<file path="src/rtl/drc_defines.svh">
// register offsets, field positions, reset values and counts of the dma request and cycle block
`ifndef DRC_DEFINES_SVH
`define DRC_DEFINES_SVH

`define DRC_CH_SEL_BIT      5
`define DRC_OFF_CTRL        5'h00
`define DRC_OFF_REQ         5'h04
`define DRC_OFF_SRC         5'h08
`define DRC_OFF_DST         5'h0c
`define DRC_OFF_RELOAD      5'h10
`define DRC_OFF_COUNT       5'h14
`define DRC_OFF_FWD         5'h18
`define DRC_ADDR_SWREQ      8'h40

`define DRC_CTRL_ENABLE     0
`define DRC_CTRL_UNIT_BYTE  1
`define DRC_CTRL_FWD_DST    2
`define DRC_CTRL_SRC_AREA   5:3
`define DRC_CTRL_DST_AREA   8:6
`define DRC_CTRL_REQ_SRC    11:9
`define DRC_CTRL_RESET      12'he00

`define DRC_ADDR_W          20
`define DRC_CNT_W           16
`define DRC_CNT_RESET       16'h0000
`define DRC_PTR_RESET       20'h00000
`define DRC_BUS_CYC_ONE     2'h1
`define DRC_BUS_CYC_TWO     2'h2
`define DRC_COEF_ONE        2'h1
`define DRC_COEF_TWO        2'h2
`define DRC_COEF_THREE      2'h3

`endif

</file>
<file path="src/rtl/drc_pkg.sv">
// types of the dma request and cycle block
`include "drc_defines.svh"
package drc_pkg;
	// memory area kinds that set the cycle coefficient of one side
	typedef enum logic [2:0] {
		AREA_INT_NOWAIT,
		AREA_INT_WAIT,
		AREA_SPECIAL_REG,
		AREA_EXT_SEP_NOWAIT,
		AREA_EXT_SEP_WAIT,
		AREA_EXT_MUX
	} drc_area_t;
	// request source selection of one channel
	typedef enum logic [2:0] {
		SRC_PERIPH0,
		SRC_PERIPH1,
		SRC_PERIPH2,
		SRC_PERIPH3,
		SRC_SOFT,
		SRC_EXT_RISE,
		SRC_EXT_FALL,
		SRC_NONE
	} drc_src_t;
	typedef enum logic [1:0] {
		ST_IDLE,
		ST_XFER,
		ST_CPU
	} drc_state_t;
endpackage : drc_pkg

</file>
<file path="src/rtl/drc_dma_ctrl.sv">
// two-channel dma request, arbitration and transfer-cycle control with an apb register file
//
// Implementation choices: the register addresses and register access over APB.
`timescale 1ns/1ps
`default_nettype none
`include "drc_defines.svh"

// How it works
// - any address parity; cycles = reads*j + writes*k
// - byte units take one read, one write
// - word units: two each if odd or 8-bit bus
// - coefficient 1, 2 or 3 by memory area
// - writing enable 1 activates the channel
// - first transfer reloads forward pointer from chosen pointer
// - first transfer reloads counter from reload register
// - rewriting enable 1 restarts channel from initial state
// - one preselected request source per channel
// - request flag sets regardless of enable
// - request flag clears just before transfer starts
// - software writes 0 clear flag, 1 ignored
// - peripheral requests set flag with their interrupt pulse
// - external pin edge, as selected, sets flag
// - same-cycle requests set all flags together
// - channel zero first, then bus back to processor
// - channel one after one processor access, then handback
// - dma uses pin-chosen width for all areas, only in expansion mode
module drc_dma_ctrl
	import drc_pkg::*;
(
	input  wire logic        ref_clk_in,
	input  wire logic        arst_n_in,
	input  wire logic        psel_in,
	input  wire logic        penable_in,
	input  wire logic        pwrite_in,
	input  wire logic [7:0]  paddr_in,
	input  wire logic [31:0] pwdata_in,
	output logic      [31:0] prdata_out,
	output logic             pready_out,
	output logic             pslverr_out,
	input  wire logic [3:0]  periph_irq_in,
	input  wire logic [1:0]  external_interrupt_input_in,
	input  wire logic        byte_bus_pin_in,
	input  wire logic        expansion_mode_in,
	input  wire logic        cpu_access_done_in,
	output logic             dma_bus_own_out,
	output logic             dma_channel_out,
	output logic      [19:0] dma_addr_out,
	output logic      [3:0]  dma_unit_cycles_out,
	output logic             dma_unit_done_out
);
	logic [1:0]  rst_sync;
	logic        rst_n;
	logic [2:0]  ext_sync [2];
	logic [1:0]  ext_stb;
	logic [1:0]  ext_prev;
	logic [2:0]  byte_sync;
	logic        byte_stb;
	logic [1:0]  next_ext_stb;
	logic        next_byte_stb;

	logic [11:0] ctrl [2];
	logic [1:0]  req_flag;
	logic [1:0]  reload_pend;
	logic [19:0] src_ptr [2];
	logic [19:0] dst_ptr [2];
	logic [19:0] fwd_ptr [2];
	logic [15:0] reload [2];
	logic [15:0] count [2];
	drc_state_t  state;
	logic        cur_ch;
	logic [3:0]  cyc_left;
	logic [31:0] prdata;
	logic        pslverr;
	logic        unit_done;

	logic [11:0] next_ctrl [2];
	logic [1:0]  next_req_flag;
	logic [1:0]  next_reload_pend;
	logic [19:0] next_src_ptr [2];
	logic [19:0] next_dst_ptr [2];
	logic [19:0] next_fwd_ptr [2];
	logic [15:0] next_reload [2];
	logic [15:0] next_count [2];
	drc_state_t  next_state;
	logic        next_cur_ch;
	logic [3:0]  next_cyc_left;
	logic [31:0] next_prdata;
	logic        next_pslverr;
	logic        next_unit_done;

	// bus cycles for one side of a unit
	function automatic logic [1:0] drc_bus_cycles(input logic unit_byte, input logic odd,
		input logic bus8);
		if (unit_byte)
			return `DRC_BUS_CYC_ONE;
		return (odd || bus8) ? `DRC_BUS_CYC_TWO : `DRC_BUS_CYC_ONE;
	endfunction : drc_bus_cycles

	// cycle coefficient of one memory area
	function automatic logic [1:0] drc_coef(input logic [2:0] area_bits);
		case (drc_area_t'(area_bits))
			AREA_INT_NOWAIT, AREA_EXT_SEP_NOWAIT: return `DRC_COEF_ONE;
			AREA_INT_WAIT, AREA_SPECIAL_REG, AREA_EXT_SEP_WAIT: return `DRC_COEF_TWO;
			AREA_EXT_MUX: return `DRC_COEF_THREE;
			default: return `DRC_COEF_THREE; // unused codes treated as slowest
		endcase
	endfunction : drc_coef

	// reset release through two flip-flops
	always_ff @(posedge ref_clk_in or negedge arst_n_in) begin
		if (!arst_n_in)
			rst_sync <= 2'h0;
		else
			rst_sync <= {rst_sync[0], 1'b1};
	end
	assign rst_n = rst_sync[1];

	// pin inputs: a change counts once the second and third stages agree
	always_comb begin
		next_byte_stb = (byte_sync[1] == byte_sync[2]) ? byte_sync[2] : byte_stb;
		for (int c = 0; c < 2; c++)
			next_ext_stb[c] = (ext_sync[c][1] == ext_sync[c][2]) ? ext_sync[c][2] : ext_stb[c];
	end

	always_ff @(posedge ref_clk_in or negedge rst_n) begin
		if (!rst_n) begin
			byte_sync <= 3'h0;
			byte_stb  <= 1'b0;
			ext_sync  <= '{3'h0, 3'h0};
			ext_stb   <= 2'h0;
			ext_prev  <= 2'h0;
		end else begin
			byte_sync <= {byte_sync[1:0], byte_bus_pin_in};
			byte_stb  <= next_byte_stb;
			for (int c = 0; c < 2; c++)
				ext_sync[c] <= {ext_sync[c][1:0], external_interrupt_input_in[c]};
			ext_stb   <= next_ext_stb;
			ext_prev  <= ext_stb;
		end
	end

	// registers, request flags, arbitration and cycle counting
	always_comb begin
		logic        wr;
		logic        rd_setup;
		logic        ch;
		logic        mapped;
		logic [4:0]  off;
		logic [1:0]  ev;
		logic        bus8;
		logic        s;
		logic        start;
		logic [19:0] a_src;
		logic [19:0] a_dst;
		logic [19:0] base;
		logic [1:0]  rd_cyc;
		logic [1:0]  wr_cyc;
		logic [3:0]  total;
		next_ctrl        = ctrl;
		next_req_flag    = req_flag;
		next_reload_pend = reload_pend;
		next_src_ptr     = src_ptr;
		next_dst_ptr     = dst_ptr;
		next_fwd_ptr     = fwd_ptr;
		next_reload      = reload;
		next_count       = count;
		next_state       = state;
		next_cur_ch      = cur_ch;
		next_cyc_left    = cyc_left;
		next_prdata      = prdata;
		next_pslverr     = pslverr;
		next_unit_done   = 1'b0;
		ch       = paddr_in[`DRC_CH_SEL_BIT];
		off      = paddr_in[4:0];
		mapped   = (paddr_in == `DRC_ADDR_SWREQ) ||
			((paddr_in[7:6] == 2'h0) && (off[1:0] == 2'h0) && (off <= `DRC_OFF_FWD));
		wr       = psel_in && penable_in && pwrite_in && mapped;
		rd_setup = psel_in && !penable_in;
		bus8     = byte_stb && expansion_mode_in; // 8-bit bus only outside single-chip
		s        = 1'b0;
		start    = 1'b0;
		a_src    = `DRC_PTR_RESET;
		a_dst    = `DRC_PTR_RESET;
		base     = `DRC_PTR_RESET;
		rd_cyc   = `DRC_BUS_CYC_ONE;
		wr_cyc   = `DRC_BUS_CYC_ONE;
		total    = 4'h0;
		ev       = 2'h0;
		// request event per channel from its one selected source
		for (int c = 0; c < 2; c++) begin
			case (drc_src_t'(ctrl[c][`DRC_CTRL_REQ_SRC]))
				SRC_PERIPH0: ev[c] = periph_irq_in[0];
				SRC_PERIPH1: ev[c] = periph_irq_in[1];
				SRC_PERIPH2: ev[c] = periph_irq_in[2];
				SRC_PERIPH3: ev[c] = periph_irq_in[3];
				SRC_SOFT: ev[c] = wr && (paddr_in == `DRC_ADDR_SWREQ) && pwdata_in[c];
				SRC_EXT_RISE: ev[c] = ext_stb[c] && !ext_prev[c];
				SRC_EXT_FALL: ev[c] = !ext_stb[c] && ext_prev[c];
				default: ev[c] = 1'b0;
			endcase
		end

		// read data and error are caught in the setup cycle so both leave flip-flops
		if (rd_setup) begin
			next_pslverr = !mapped;
			case (off)
				`DRC_OFF_CTRL: next_prdata = {20'h00000, ctrl[ch]};
				`DRC_OFF_REQ: next_prdata = {31'h00000000, req_flag[ch]};
				`DRC_OFF_SRC: next_prdata = {12'h000, src_ptr[ch]};
				`DRC_OFF_DST: next_prdata = {12'h000, dst_ptr[ch]};
				`DRC_OFF_RELOAD: next_prdata = {16'h0000, reload[ch]};
				`DRC_OFF_COUNT: next_prdata = {16'h0000, count[ch]};
				`DRC_OFF_FWD: next_prdata = {12'h000, fwd_ptr[ch]};
				default: next_prdata = 32'h00000000;
			endcase
			if (!mapped || paddr_in == `DRC_ADDR_SWREQ)
				next_prdata = 32'h00000000;
		end

		// arbitration and cycle count of one transfer unit
		case (state)
			ST_IDLE: begin
				// channel zero wins when both are pending; a disabled flag only waits
				if (ctrl[0][`DRC_CTRL_ENABLE] && req_flag[0]) begin
					start = 1'b1;
					s     = 1'b0;
				end else if (ctrl[1][`DRC_CTRL_ENABLE] && req_flag[1]) begin
					start = 1'b1;
					s     = 1'b1;
				end
				if (start) begin
					base = ctrl[s][`DRC_CTRL_FWD_DST] ? dst_ptr[s] : src_ptr[s];
					if (reload_pend[s]) begin
						next_fwd_ptr[s]     = base;
						next_count[s]       = reload[s];
						next_reload_pend[s] = 1'b0;
					end
					a_src  = (!ctrl[s][`DRC_CTRL_FWD_DST]) ? next_fwd_ptr[s] : src_ptr[s];
					a_dst  = ctrl[s][`DRC_CTRL_FWD_DST] ? next_fwd_ptr[s] : dst_ptr[s];
					rd_cyc = drc_bus_cycles(ctrl[s][`DRC_CTRL_UNIT_BYTE], a_src[0], bus8);
					wr_cyc = drc_bus_cycles(ctrl[s][`DRC_CTRL_UNIT_BYTE], a_dst[0], bus8);
					total  = {2'h0, rd_cyc} * {2'h0, drc_coef(ctrl[s][`DRC_CTRL_SRC_AREA])}
						+ {2'h0, wr_cyc} * {2'h0, drc_coef(ctrl[s][`DRC_CTRL_DST_AREA])};
					next_req_flag[s] = 1'b0;
					next_cur_ch      = s;
					next_cyc_left    = total - 4'h1;
					next_state       = ST_XFER;
				end
			end
			ST_XFER: begin
				if (cyc_left == 4'h0) begin
					next_fwd_ptr[cur_ch] = fwd_ptr[cur_ch]
						+ (ctrl[cur_ch][`DRC_CTRL_UNIT_BYTE] ? 20'h00001 : 20'h00002);
					next_count[cur_ch]   = count[cur_ch] - 16'h0001;
					if (count[cur_ch] == 16'h0001)
						next_ctrl[cur_ch][`DRC_CTRL_ENABLE] = 1'b0; // last unit ends activity
					next_unit_done = 1'b1;
					next_state     = ST_CPU; // bus back to the processor
				end else begin
					next_cyc_left = cyc_left - 4'h1;
				end
			end
			ST_CPU: begin
				// the next unit waits for one processor access
				if (cpu_access_done_in)
					next_state = ST_IDLE;
			end
			default: next_state = ST_IDLE;
		endcase

		// software writes land after hardware updates so a restart is never lost
		if (wr && paddr_in != `DRC_ADDR_SWREQ) begin
			case (off)
				`DRC_OFF_CTRL: begin
					next_ctrl[ch] = pwdata_in[11:0];
					if (pwdata_in[`DRC_CTRL_ENABLE])
						next_reload_pend[ch] = 1'b1;
				end
				`DRC_OFF_REQ: begin
					if (!pwdata_in[0])
						next_req_flag[ch] = 1'b0;
				end
				`DRC_OFF_SRC: next_src_ptr[ch] = pwdata_in[19:0];
				`DRC_OFF_DST: next_dst_ptr[ch] = pwdata_in[19:0];
				`DRC_OFF_RELOAD: next_reload[ch] = pwdata_in[15:0];
				default: ; // count and pointer are read-only
			endcase
		end

		// a request in the clearing cycle still sets the flag; both channels at once
		next_req_flag = next_req_flag | ev;
	end

	always_ff @(posedge ref_clk_in or negedge rst_n) begin
		if (!rst_n) begin
			ctrl        <= '{`DRC_CTRL_RESET, `DRC_CTRL_RESET};
			req_flag    <= 2'h0;
			reload_pend <= 2'h0;
			src_ptr     <= '{`DRC_PTR_RESET, `DRC_PTR_RESET};
			dst_ptr     <= '{`DRC_PTR_RESET, `DRC_PTR_RESET};
			fwd_ptr     <= '{`DRC_PTR_RESET, `DRC_PTR_RESET};
			reload      <= '{`DRC_CNT_RESET, `DRC_CNT_RESET};
			count       <= '{`DRC_CNT_RESET, `DRC_CNT_RESET};
			state       <= ST_IDLE;
			cur_ch      <= 1'b0;
			cyc_left    <= 4'h0;
			prdata      <= 32'h00000000;
			pslverr     <= 1'b0;
			unit_done   <= 1'b0;
		end else begin
			ctrl        <= next_ctrl;
			req_flag    <= next_req_flag;
			reload_pend <= next_reload_pend;
			src_ptr     <= next_src_ptr;
			dst_ptr     <= next_dst_ptr;
			fwd_ptr     <= next_fwd_ptr;
			reload      <= next_reload;
			count       <= next_count;
			state       <= next_state;
			cur_ch      <= next_cur_ch;
			cyc_left    <= next_cyc_left;
			prdata      <= next_prdata;
			pslverr     <= next_pslverr;
			unit_done   <= next_unit_done;
		end
	end

	// zero-wait slave: every access phase completes at once
	assign pready_out          = psel_in && penable_in;
	assign pslverr_out         = psel_in && penable_in && pslverr;
	assign prdata_out          = prdata;
	assign dma_bus_own_out     = (state == ST_XFER);
	assign dma_channel_out     = cur_ch;
	assign dma_addr_out        = fwd_ptr[cur_ch];
	assign dma_unit_cycles_out = cyc_left;
	assign dma_unit_done_out   = unit_done;
endmodule : drc_dma_ctrl
`default_nettype wire

</file>
<file path="config.mk">
export PLATFORM = sky130hd
export DESIGN_NAME = drc_dma_ctrl
export DESIGN_NICKNAME = d
export VERILOG_FILES = /design/src/rtl/drc_pkg.sv /design/src/rtl/drc_dma_ctrl.sv
export VERILOG_INCLUDE_DIRS = /design/src /design/src/rtl
export SDC_FILE = /design/constraint.sdc
export NUM_CORES = 1
export LEC_CHECK = 0
export BUFFER_PORTS_ARGS = -buffer_cell sky130_fd_sc_hd__buf_4
export CAP_MARGIN = 20
export CORE_MARGIN = 5
export CORE_UTILIZATION = 46
export DETAILED_ROUTE_END_ITERATION = 10
export GPL_TIMING_DRIVEN = 0
export PLACE_DENSITY_LB_ADDON = 0.15
export SLEW_MARGIN = 20
export SYNTH_ARGS = -nofsm -noshare
export SYNTH_HDL_FRONTEND = slang
export SYNTH_SLANG_ARGS = --single-unit
</file>
<file path="constraint.sdc">
create_clock -name ref_clk_in -period 9.9 [get_ports ref_clk_in]
set_input_delay 1.485 -clock ref_clk_in [delete_from_list [all_inputs] [get_ports ref_clk_in]]
set_output_delay 1.485 -clock ref_clk_in [all_outputs]
set_load 0.01 [all_outputs]
</file>
==> results of run 1 <==
[logic make-up (layout without fill, tap and decap cells)]
| group | Yosys count | after routing | synth area share |
|---|---|---|---|
| AOI/OAI and AO/OA | 363 | 363 | 0.176 |
| xor gates and xnor gates | 22 | 22 | 0.0135 |
| adders and majority gates | 17 | 17 | 0.0165 |
| buffers and inverters | 140 | 286 | 0.0414 |
| DFF | 257 | 257 | 0.450 |
| muxes | 209 | 209 | 0.161 |
| other | 2 | 13 | 0.000525 |
| and+or+nand+nor | 413 | 413 | 0.141 |
[cell type report]
| type | count | area, µm² |
|---|---|---|
| plain buffers | 114 | 494 |
| clock buffers | 38 | 790 |
| clock inverters | 15 | 233 |
| fillers | 2757 | 14000 |
| inverters | 26 | 97.6 |
| multi-input cells | 1037 | 7320 |
| flip-flops and latches | 257 | 6440 |
| well taps | 396 | 495 |
| repair buffers | 93 | 783 |
[cells in the final DEF, fill, tap and decap left out, types with 17 or more instances in the layout]
| master | count |
|---|---|
| a22oi_1 | 60 |
| buf_4 | 100 |
| clkbuf_16 | 29 |
| nand2_1 | 116 |
| o2bb2ai_1 | 19 |
| dfrtp_1 | 250 |
| mux2_2 | 151 |
| mux2i_1 | 55 |
| inv_1 | 23 |
| nor2_1 | 111 |
| o21ai_0 | 78 |
| nand4_1 | 17 |
| a32o_1 | 20 |
| nor3_1 | 20 |
| nor4_1 | 23 |
| nand3_1 | 45 |
| clkbuf_1 | 87 |
| a221oi_1 | 29 |
| a21oi_1 | 72 |
[power by group through the flow]
stage                     combinational (µW)  sequential [µW]  clock, µW
after CTS                                399             1130       1180
final                                    411             1130       1170
after floorplan                          224             1150          0
after detailed placement                 398             1150          0
after global placement                   369             1160          0
after global routing                     437             1130       1220
[path summary, 6_finish.rpt]
check | from | to | depth (start not counted)
worst max register to register | dma_channel_out$_DFFE_PN0P_ | fwd_ptr[38]$_DFFE_PN0P_ | 17
min in group ref_clk_in | byte_sync[0]$_DFF_PN0_ | byte_sync[1]$_DFF_PN0_ | 0
max in group asynchronous | rst_sync[1]$_DFF_PN0_ | count[7]$_DFFE_PN0P_ | 3
worst min-delay path | rst_sync[1]$_DFF_PN0_ | ext_stb[1]$_DFFE_PN0N_ | 0
worst min register to register | rst_sync[1]$_DFF_PN0_ | ext_stb[1]$_DFFE_PN0N_ | 0
worst max-delay path | dma_channel_out$_DFFE_PN0P_ | fwd_ptr[38]$_DFFE_PN0P_ | 17
[worst reg2reg max path, cell delays in order, from the launching register on]
cell and delay [ns]:
dfrtp_1 0.54, buf_6 0.23, buf_2 0.29, buf_2 0.36
buf_2 0.37, buf_2 0.40, mux2i_1 0.22, inv_1 0.13
ha_1 0.18, inv_1 0.06, fa_1 0.49, nand4bb_1 0.32
a222oi_1 0.65, and4_1 0.28, buf_2 0.21, nand3b_1 0.22
or4_1 0.47, nand4_1 0.11
[routing by layer]
metal | global-route usage | vias up
li1 | - | 5569
met1 | 0.481 | 6588
met2 | 0.472 | 939
met3 | 0.0928 | 151
met4 | 0.100 | 0
met5 | 0 | -
[state kept, by name (all words and copies together), names as in the netlist, 3 cells and up]
| name | count |
|---|---|
| src_ptr | 40 |
| count | 32 |
| prdata_out | 20 |
| ext_sync | 6 |
| byte_sync | 3 |
| reload | 32 |
| dma_unit_cycles_out | 4 |
| dst_ptr | 40 |
| ctrl | 24 |
| fwd_ptr | 40 |
[per-stage QoR]
| stage | setup TNS, ns | utilization | hold WS [ns] | cells | worst slack, ns |
|---|---|---|---|---|---|
| CTS | 0 | 0.543 | 0.303 | 1976 | 4.40 |
| detailed placement | 0 | 0.510 | 0.305 | 1923 | 4.45 |
| floorplan | 0 | - | 0.331 | 1434 | 2.22 |
| global route | 0 | 0.543 | 0.334 | 1976 | 4.15 |
| global placement | -249.82 | 0.505 | 0.336 | 1918 | -1.02 |
| finish | 0 | 0.543 | 0.284 | 1976 | 4.30 |
==> impl_results.md, run 1 <==
* Routed vias at 13200
* Cts hold-fix bufs at 0
* Met2 routed WL at 24.0 mm
* Gr ovfl total at 0
* First-pass GRT wire length at 84.0 mm
* Leakage power at 0.00735 µW
* Int Power at 1930 µW
* DRC Markers at 0
* Fmax at about 180 MHz
* Ys Warns at 0
* Share of cells above drive strength 1 at 0.211
* Post-route ant nets at 0
* Switching share of power at 0.288
* Top_reg_cell synth: dfrtp_1
* RSZ-0062 raised after global routing: false
* Syn avg cell area at 10.0 µm²
* Post-Syn Instances at 1423
* Post-synthesis async set-or-reset flop share at 1.00
* Dpl hpwl at 42.6 mm
* Initial DRC Count at around 2100
* Met1 Wirelength at around 24 mm
* # diodes at 0
* Peak supply drop at 0.118 mV
* Total power at 2710 µW
* Power per cell area at 163 nW/µm²
* Crit path cell chain: buf_6 > buf_2 > buf_2 > buf_2 > buf_2 > mux2i_1 > inv_1 > ha_1 > inv_1 > fa_1 > nand4bb_1 > a222oi_1 > and4_1 > buf_2 > nand3b_1 > or4_1 > nand4_1
* Max Clock Skew at 0.0141 ns
* Max Cap Viol at 0
* CP Data Required Time at 10.38 ns
* Setup violators final at 0
* Fin nets at roughly 1600
* Count of input and output buffers at 88
* Cts repair resizes at 0
* Flop-to-flop setup slack at about 4.3 ns
* CP Class: reg -> reg
* Top area cells in the synthesized netlist: dfrtp_1 (44%), mux2_2 (12%), mux2i_1 (3.9%)
* HP Class: reg -> async
* Drt pass-1 iters at 7
* CTS root buf: clkbuf_16
* Combinational Power Share at 0.152
* TritonCTS clock tree: built
* Initial antenna violation count at 0
* Setup Buffers After CTS at 0
* Die X-Extent at 186 µm
* Post-synth EDFFs at 0
* Row cnt at between 60 and 70
* Delay-heaviest family, CP: buffers and inverters
* Slowest cell on crit path: a222oi_1
* I/O Pins at 115
* Critical path arrival at between 6 and 7 ns
* Net Sw Power at 781 µW
* Post-synth top area share at 0.439
* Maximum fanout along the worst path at 10
* Vias in the first global route at ~13000
* Largest net degree at the start of global routing at 54
* Wire length on met3 at about 7.8 mm
* Routability cong. at 0.994
* CTS sink count at 257
* Leading cell types by count after synthesis: dfrtp_1 (251), mux2_2 (151), nand2_1 (116), nor2_1 (111), clkbuf_1 (81)
* CP bufs+invs at 8
* Worst path max stage delay at about 0.65 ns
* Detailed-route wire length at roughly 58 mm
* Clock tree buffer depth at 3
* Placed Area at about 16000 µm²
* Crit path time final at 5.60 ns
* Most common cell in the netlist: dfrtp_1
* CTS clk-pin slew, worst paths at about 0.06 ns
* DR WL/cell at 29.1 µm
* Outcome: finished, final reports clean
* Initial Utilization at 0.466
* Core Region at 30700 µm²
* Routed vias/inst at 6.70
* Die area at roughly 35000 µm²
* Final Cycle Share at 0.566
* Worst-margin pin slew at 1.06 ns
* Htree depth at 1
* Sequential share of the synthesized area at 0.450
* Seq pwr share at 0.416
* Number of synthesized register bits at ~260
* Crit-path most repeated cell: buf_2
* Fin. Hold Viols at 0
* Area growth syn-to-layout at 16.5%
* Die Ht at 186 µm
* Distinct cell type count after synthesis at 75
* Total GRT Usage at 0.327
* Highest routed layer: met4
* Fin area at 16700 µm²
* Post-synth top area cell: dfrtp_1
* Post-synthesis instance area at 14300 µm²
* CP Launch Type: register
* Clock network fraction of total power at 0.432
* Number of CTS-inserted buffers at 29
* CP Capture Type: register
* Slew Limit Headroom at 0.296
* Final Max Tran Viols at 0
* Clock latency on the worst-skew pair at 0.56 ns
Power figures use the tool's default switching activity.
==> run 2, diff against run 1 <==
ABC_AREA = 1   (was not set)
clock period = 4.9 ns   (was 9.9 ns; I/O delays follow)
==> impl_results.md, run 2 <==
* Outcome: finished, final reports clean
* WHS Endpoint: ext_sync[0]$_DFF_PN0_
* Final Cycle Share at 0.946
* Slew Limit Headroom at 0.358
* Ys Warns at 0
* Leading cell types by count after synthesis: nand2_1 (507), dfrtp_1 (251), o21ai_0 (234), inv_1 (188), a21oi_1 (80)
* Max Clock Skew at 0.0250 ns
* Post-synth top area cell: dfrtp_1
* Initial Utilization at 0.463
* Placed Cells at 2362
* Max Cap Viol at 0
* Non-Filler Instances at 2418
* DRC Markers at 0
* DR WL/cell at 24.0 µm
* Post-synthesis instance area at 14500 µm²
* CTS clk-pin slew, worst paths at 0.06 ns
* Wire length on met3 at between 6 and 7 mm
* Htree depth at 1
* Number of synthesized register bits at 257
* Distinct cell type count after synthesis at 65
* Top area cells in the synthesized netlist: dfrtp_1 (43%), nand2_1 (13%), o21ai_0 (8.1%)
* First-pass GRT wire length at 86.0 mm
* I/O Pins at 115
* Critical path arrival at 5.08 ns
* CP Data Required Time at roughly 5.3 ns
* Fin nets at 2061
* Post-route ant nets at 0
* Vias in the first global route at 13300
* Most frequent cells in the layout: nand2_1 (507), dfrtp_1 (250), o21ai_0 (234), inv_1 (188), buf_4 (104)
* Leakage power at 0.00778 µW
* Fin. Hold Viols at 0
* Sequential share of the synthesized area at 0.444
* Number of CTS-inserted buffers at 30
* Post-Syn Instances at 1855
* Setup violators final at 0
* Commonest non-fill, non-tap cell in the layout: nand2_1
* Syn avg cell area at 7.82 µm²
* Met1 Wirelength at around 25 mm
* FILL cells at 2969
* CP Capture Type: register
* RSZ-0062 raised after global routing: false
* Largest net degree at the start of global routing at 59
* Worst-margin pin slew at 0.963 ns
* TritonCTS clock tree: built
* Most common cell in the netlist: nand2_1
* Routed vias at between 10000 and 15000
* Top_reg_cell synth: dfrtp_1
* Total GRT Usage at 0.320
* R2R cell count at 21
* Routability cong. at 1.01
* Core Region at 31300 µm²
* Drt pass-1 iters at 6
* Initial DRC Count at 1834
* Post-synthesis async set-or-reset flop share at 1.00
* Maximum fanout along the worst path at 10
* Flop-to-flop setup slack at 0.26 ns
* Gr ovfl total at 0
* Top flop regs: dst_ptr x40, fwd_ptr x40, src_ptr x40
* Die X-Extent at 188 µm
* Setup Buffers After CTS at 0
* Clock latency on the worst-skew pair at between 0.5 and 0.6 ns
* Fmax at 216 MHz
* R2r startpoint: ctrl[12]$_DFF_PN0_
* Routed vias/inst at around 5.9
* CTS sink count at ~260
* Crit path time final at between 4 and 5 ns
* HP Start: external_interrupt_input_in[1]
* CP Class: reg -> reg
* Post-synth EDFFs at 0
* Worst R2R End: dma_unit_cycles_out[3]$_DFFE_PN0P_
* Worst hold path depth at 1
* Area growth syn-to-layout at 16.9%
* Count of input and output buffers at 90
* End-of-flow core utilization at 0.541
* CTS root buf: clkbuf_16
* # diodes at 0
* Detailed-route wire length at around 58 mm
* Highest routed layer: met4
* Die area at around 35000 µm²
* Initial antenna violation count at 0
* Power per cell area at 385 nW/µm²
* Post-synth top area share at 0.433
* Peak supply drop at 0.248 mV
* Share of cells above drive strength 1 at 0.138
* Clock tree buffer depth at 3
* Row cnt at 65
* Final Max Tran Viols at 0
* Met2 routed WL at 24.7 mm
* Die Ht at 188 µm
* HP Class: in -> reg
* CP Launch Type: register
* Dpl hpwl at 44.3 mm
## run 2: cell count changes after synthesis, sizes merged, moves of 21 or more
cell and change:
nand2 +399, o21ai +181, inv +176, mux2 -152
mux2i -50, o211ai +27, a221oi -23, nor2 -22
clkbuf -21
## run 2: final cells by class
class | count | area, µm² | share of cell area
multi-input combinational | 1295 | 6780 | 0.400
sequential | 257 | 6440 | 0.380
clock buffer | 42 | 877 | 0.0517
timing repair buffer | 95 | 796 | 0.0469
inverter | 203 | 764 | 0.0451
buffer | 111 | 568 | 0.0335
tap | 402 | 503 | 0.0297
clock inverter | 13 | 221 | 0.0131
## run 2: cells by family (layout without fill, tap and decap cells)
logic type | Yosys count | count (layout) | share of synthesized area
AO/OA/AOI/OAI | 530 | 530 | 0.224
flip-flops | 257 | 257 | 0.444
other | 2 | 13 | 0.000518
AND/OR/NAND/NOR | 702 | 702 | 0.203
XOR/XNOR | 28 | 28 | 0.0169
multiplexers | 5 | 5 | 0.00345
adder cells (fa/ha/maj) | 17 | 17 | 0.0162
buffers and inverters | 314 | 464 | 0.0919
## run 2: worst max-delay path, stage by stage, from the launching register on
cell and delay [ns]:
dfrtp_1 0.45, nand2_2 0.18, nand2_4 0.17, nand2_1 0.07, nand2_1 0.39, clkbuf_1 0.64
nand3_1 0.15, o211ai_1 0.12, nand2_1 0.13, inv_1 0.11, nor2_1 0.06, fa_1 0.49
ha_1 0.31, ha_1 0.20, fa_1 0.41, inv_1 0.08, xor2_1 0.19, inv_1 0.06
nand4_1 0.09, nand3_1 0.12, nand2_1 0.08, nand2_1 0.05
## run 2: through the flow
| step | setup TNS [ns] | worst slack (ns) | total power, µW | cell area (µm²) | hold slack [ns] |
|---|---|---|---|---|---|
| global route | 0 | 0.0631 | 6810 | 17000 | 0.275 |
| CTS | 0 | 0.367 | 6530 | 16900 | 0.274 |
| global placement | -241.90 | -0.995 | 4020 | 15700 | 0.332 |
| floorplan | 0 | 0.689 | 3460 | 14500 | 0.331 |
| detailed placement | 0 | 0.412 | 4060 | 15800 | 0.336 |
| finish | 0 | 0.264 | 6530 | 17000 | 0.292 |
## run 2: worst max-delay path by stage
| stage | start | end | slack (ns) | cells after the start |
|---|---|---|---|---|
| after CTS | ctrl[12]$_DFF_PN0_ | dma_unit_cycles_out[3]$_DFFE_PN0P_ | 0.37 | 23 |
| after global placement | rst_sync[1]$_DFF_PN0_ | fwd_ptr[36]$_DFFE_PN0P_ | -0.99 | 0 |
| after detailed placement | ctrl[12]$_DFF_PN0_ | dma_unit_cycles_out[3]$_DFFE_PN0P_ | 0.41 | 23 |
| after global routing | ctrl[12]$_DFF_PN0_ | dma_unit_cycles_out[3]$_DFFE_PN0P_ | 0.06 | 21 |
| after floorplan | rst_sync[1]$_DFF_PN0_ | byte_stb$_DFFE_PN0N_ | 0.69 | 0 |
| final | ctrl[12]$_DFF_PN0_ | dma_unit_cycles_out[3]$_DFFE_PN0P_ | 0.26 | 21 |
## run 2: per-layer routing
layer  global-route usage  vias to the layer above
li1                     -                     6468
met1                0.467                     6932
met2                0.476                      822
met3               0.0605                      126
met4                0.118                        0
met5                    0                        -
## run 2: power breakdown
part	switching [µW]	total, µW	internal [µW]	leakage, µW
logic	1120	1700	576	0.00400
registers	80.5	2360	2280	0.00323
clock network	920	2480	1550	0.000540
total	2120	6530	4410	0.00778
## run 2: what timing repair did
action | in CTS | in global routing
hold endpoints to repair | 2 | 0
hold buffers | 1 | 0
gates resized for setup | 0 | 1
endpoints found under the setup margin | 0 | 1
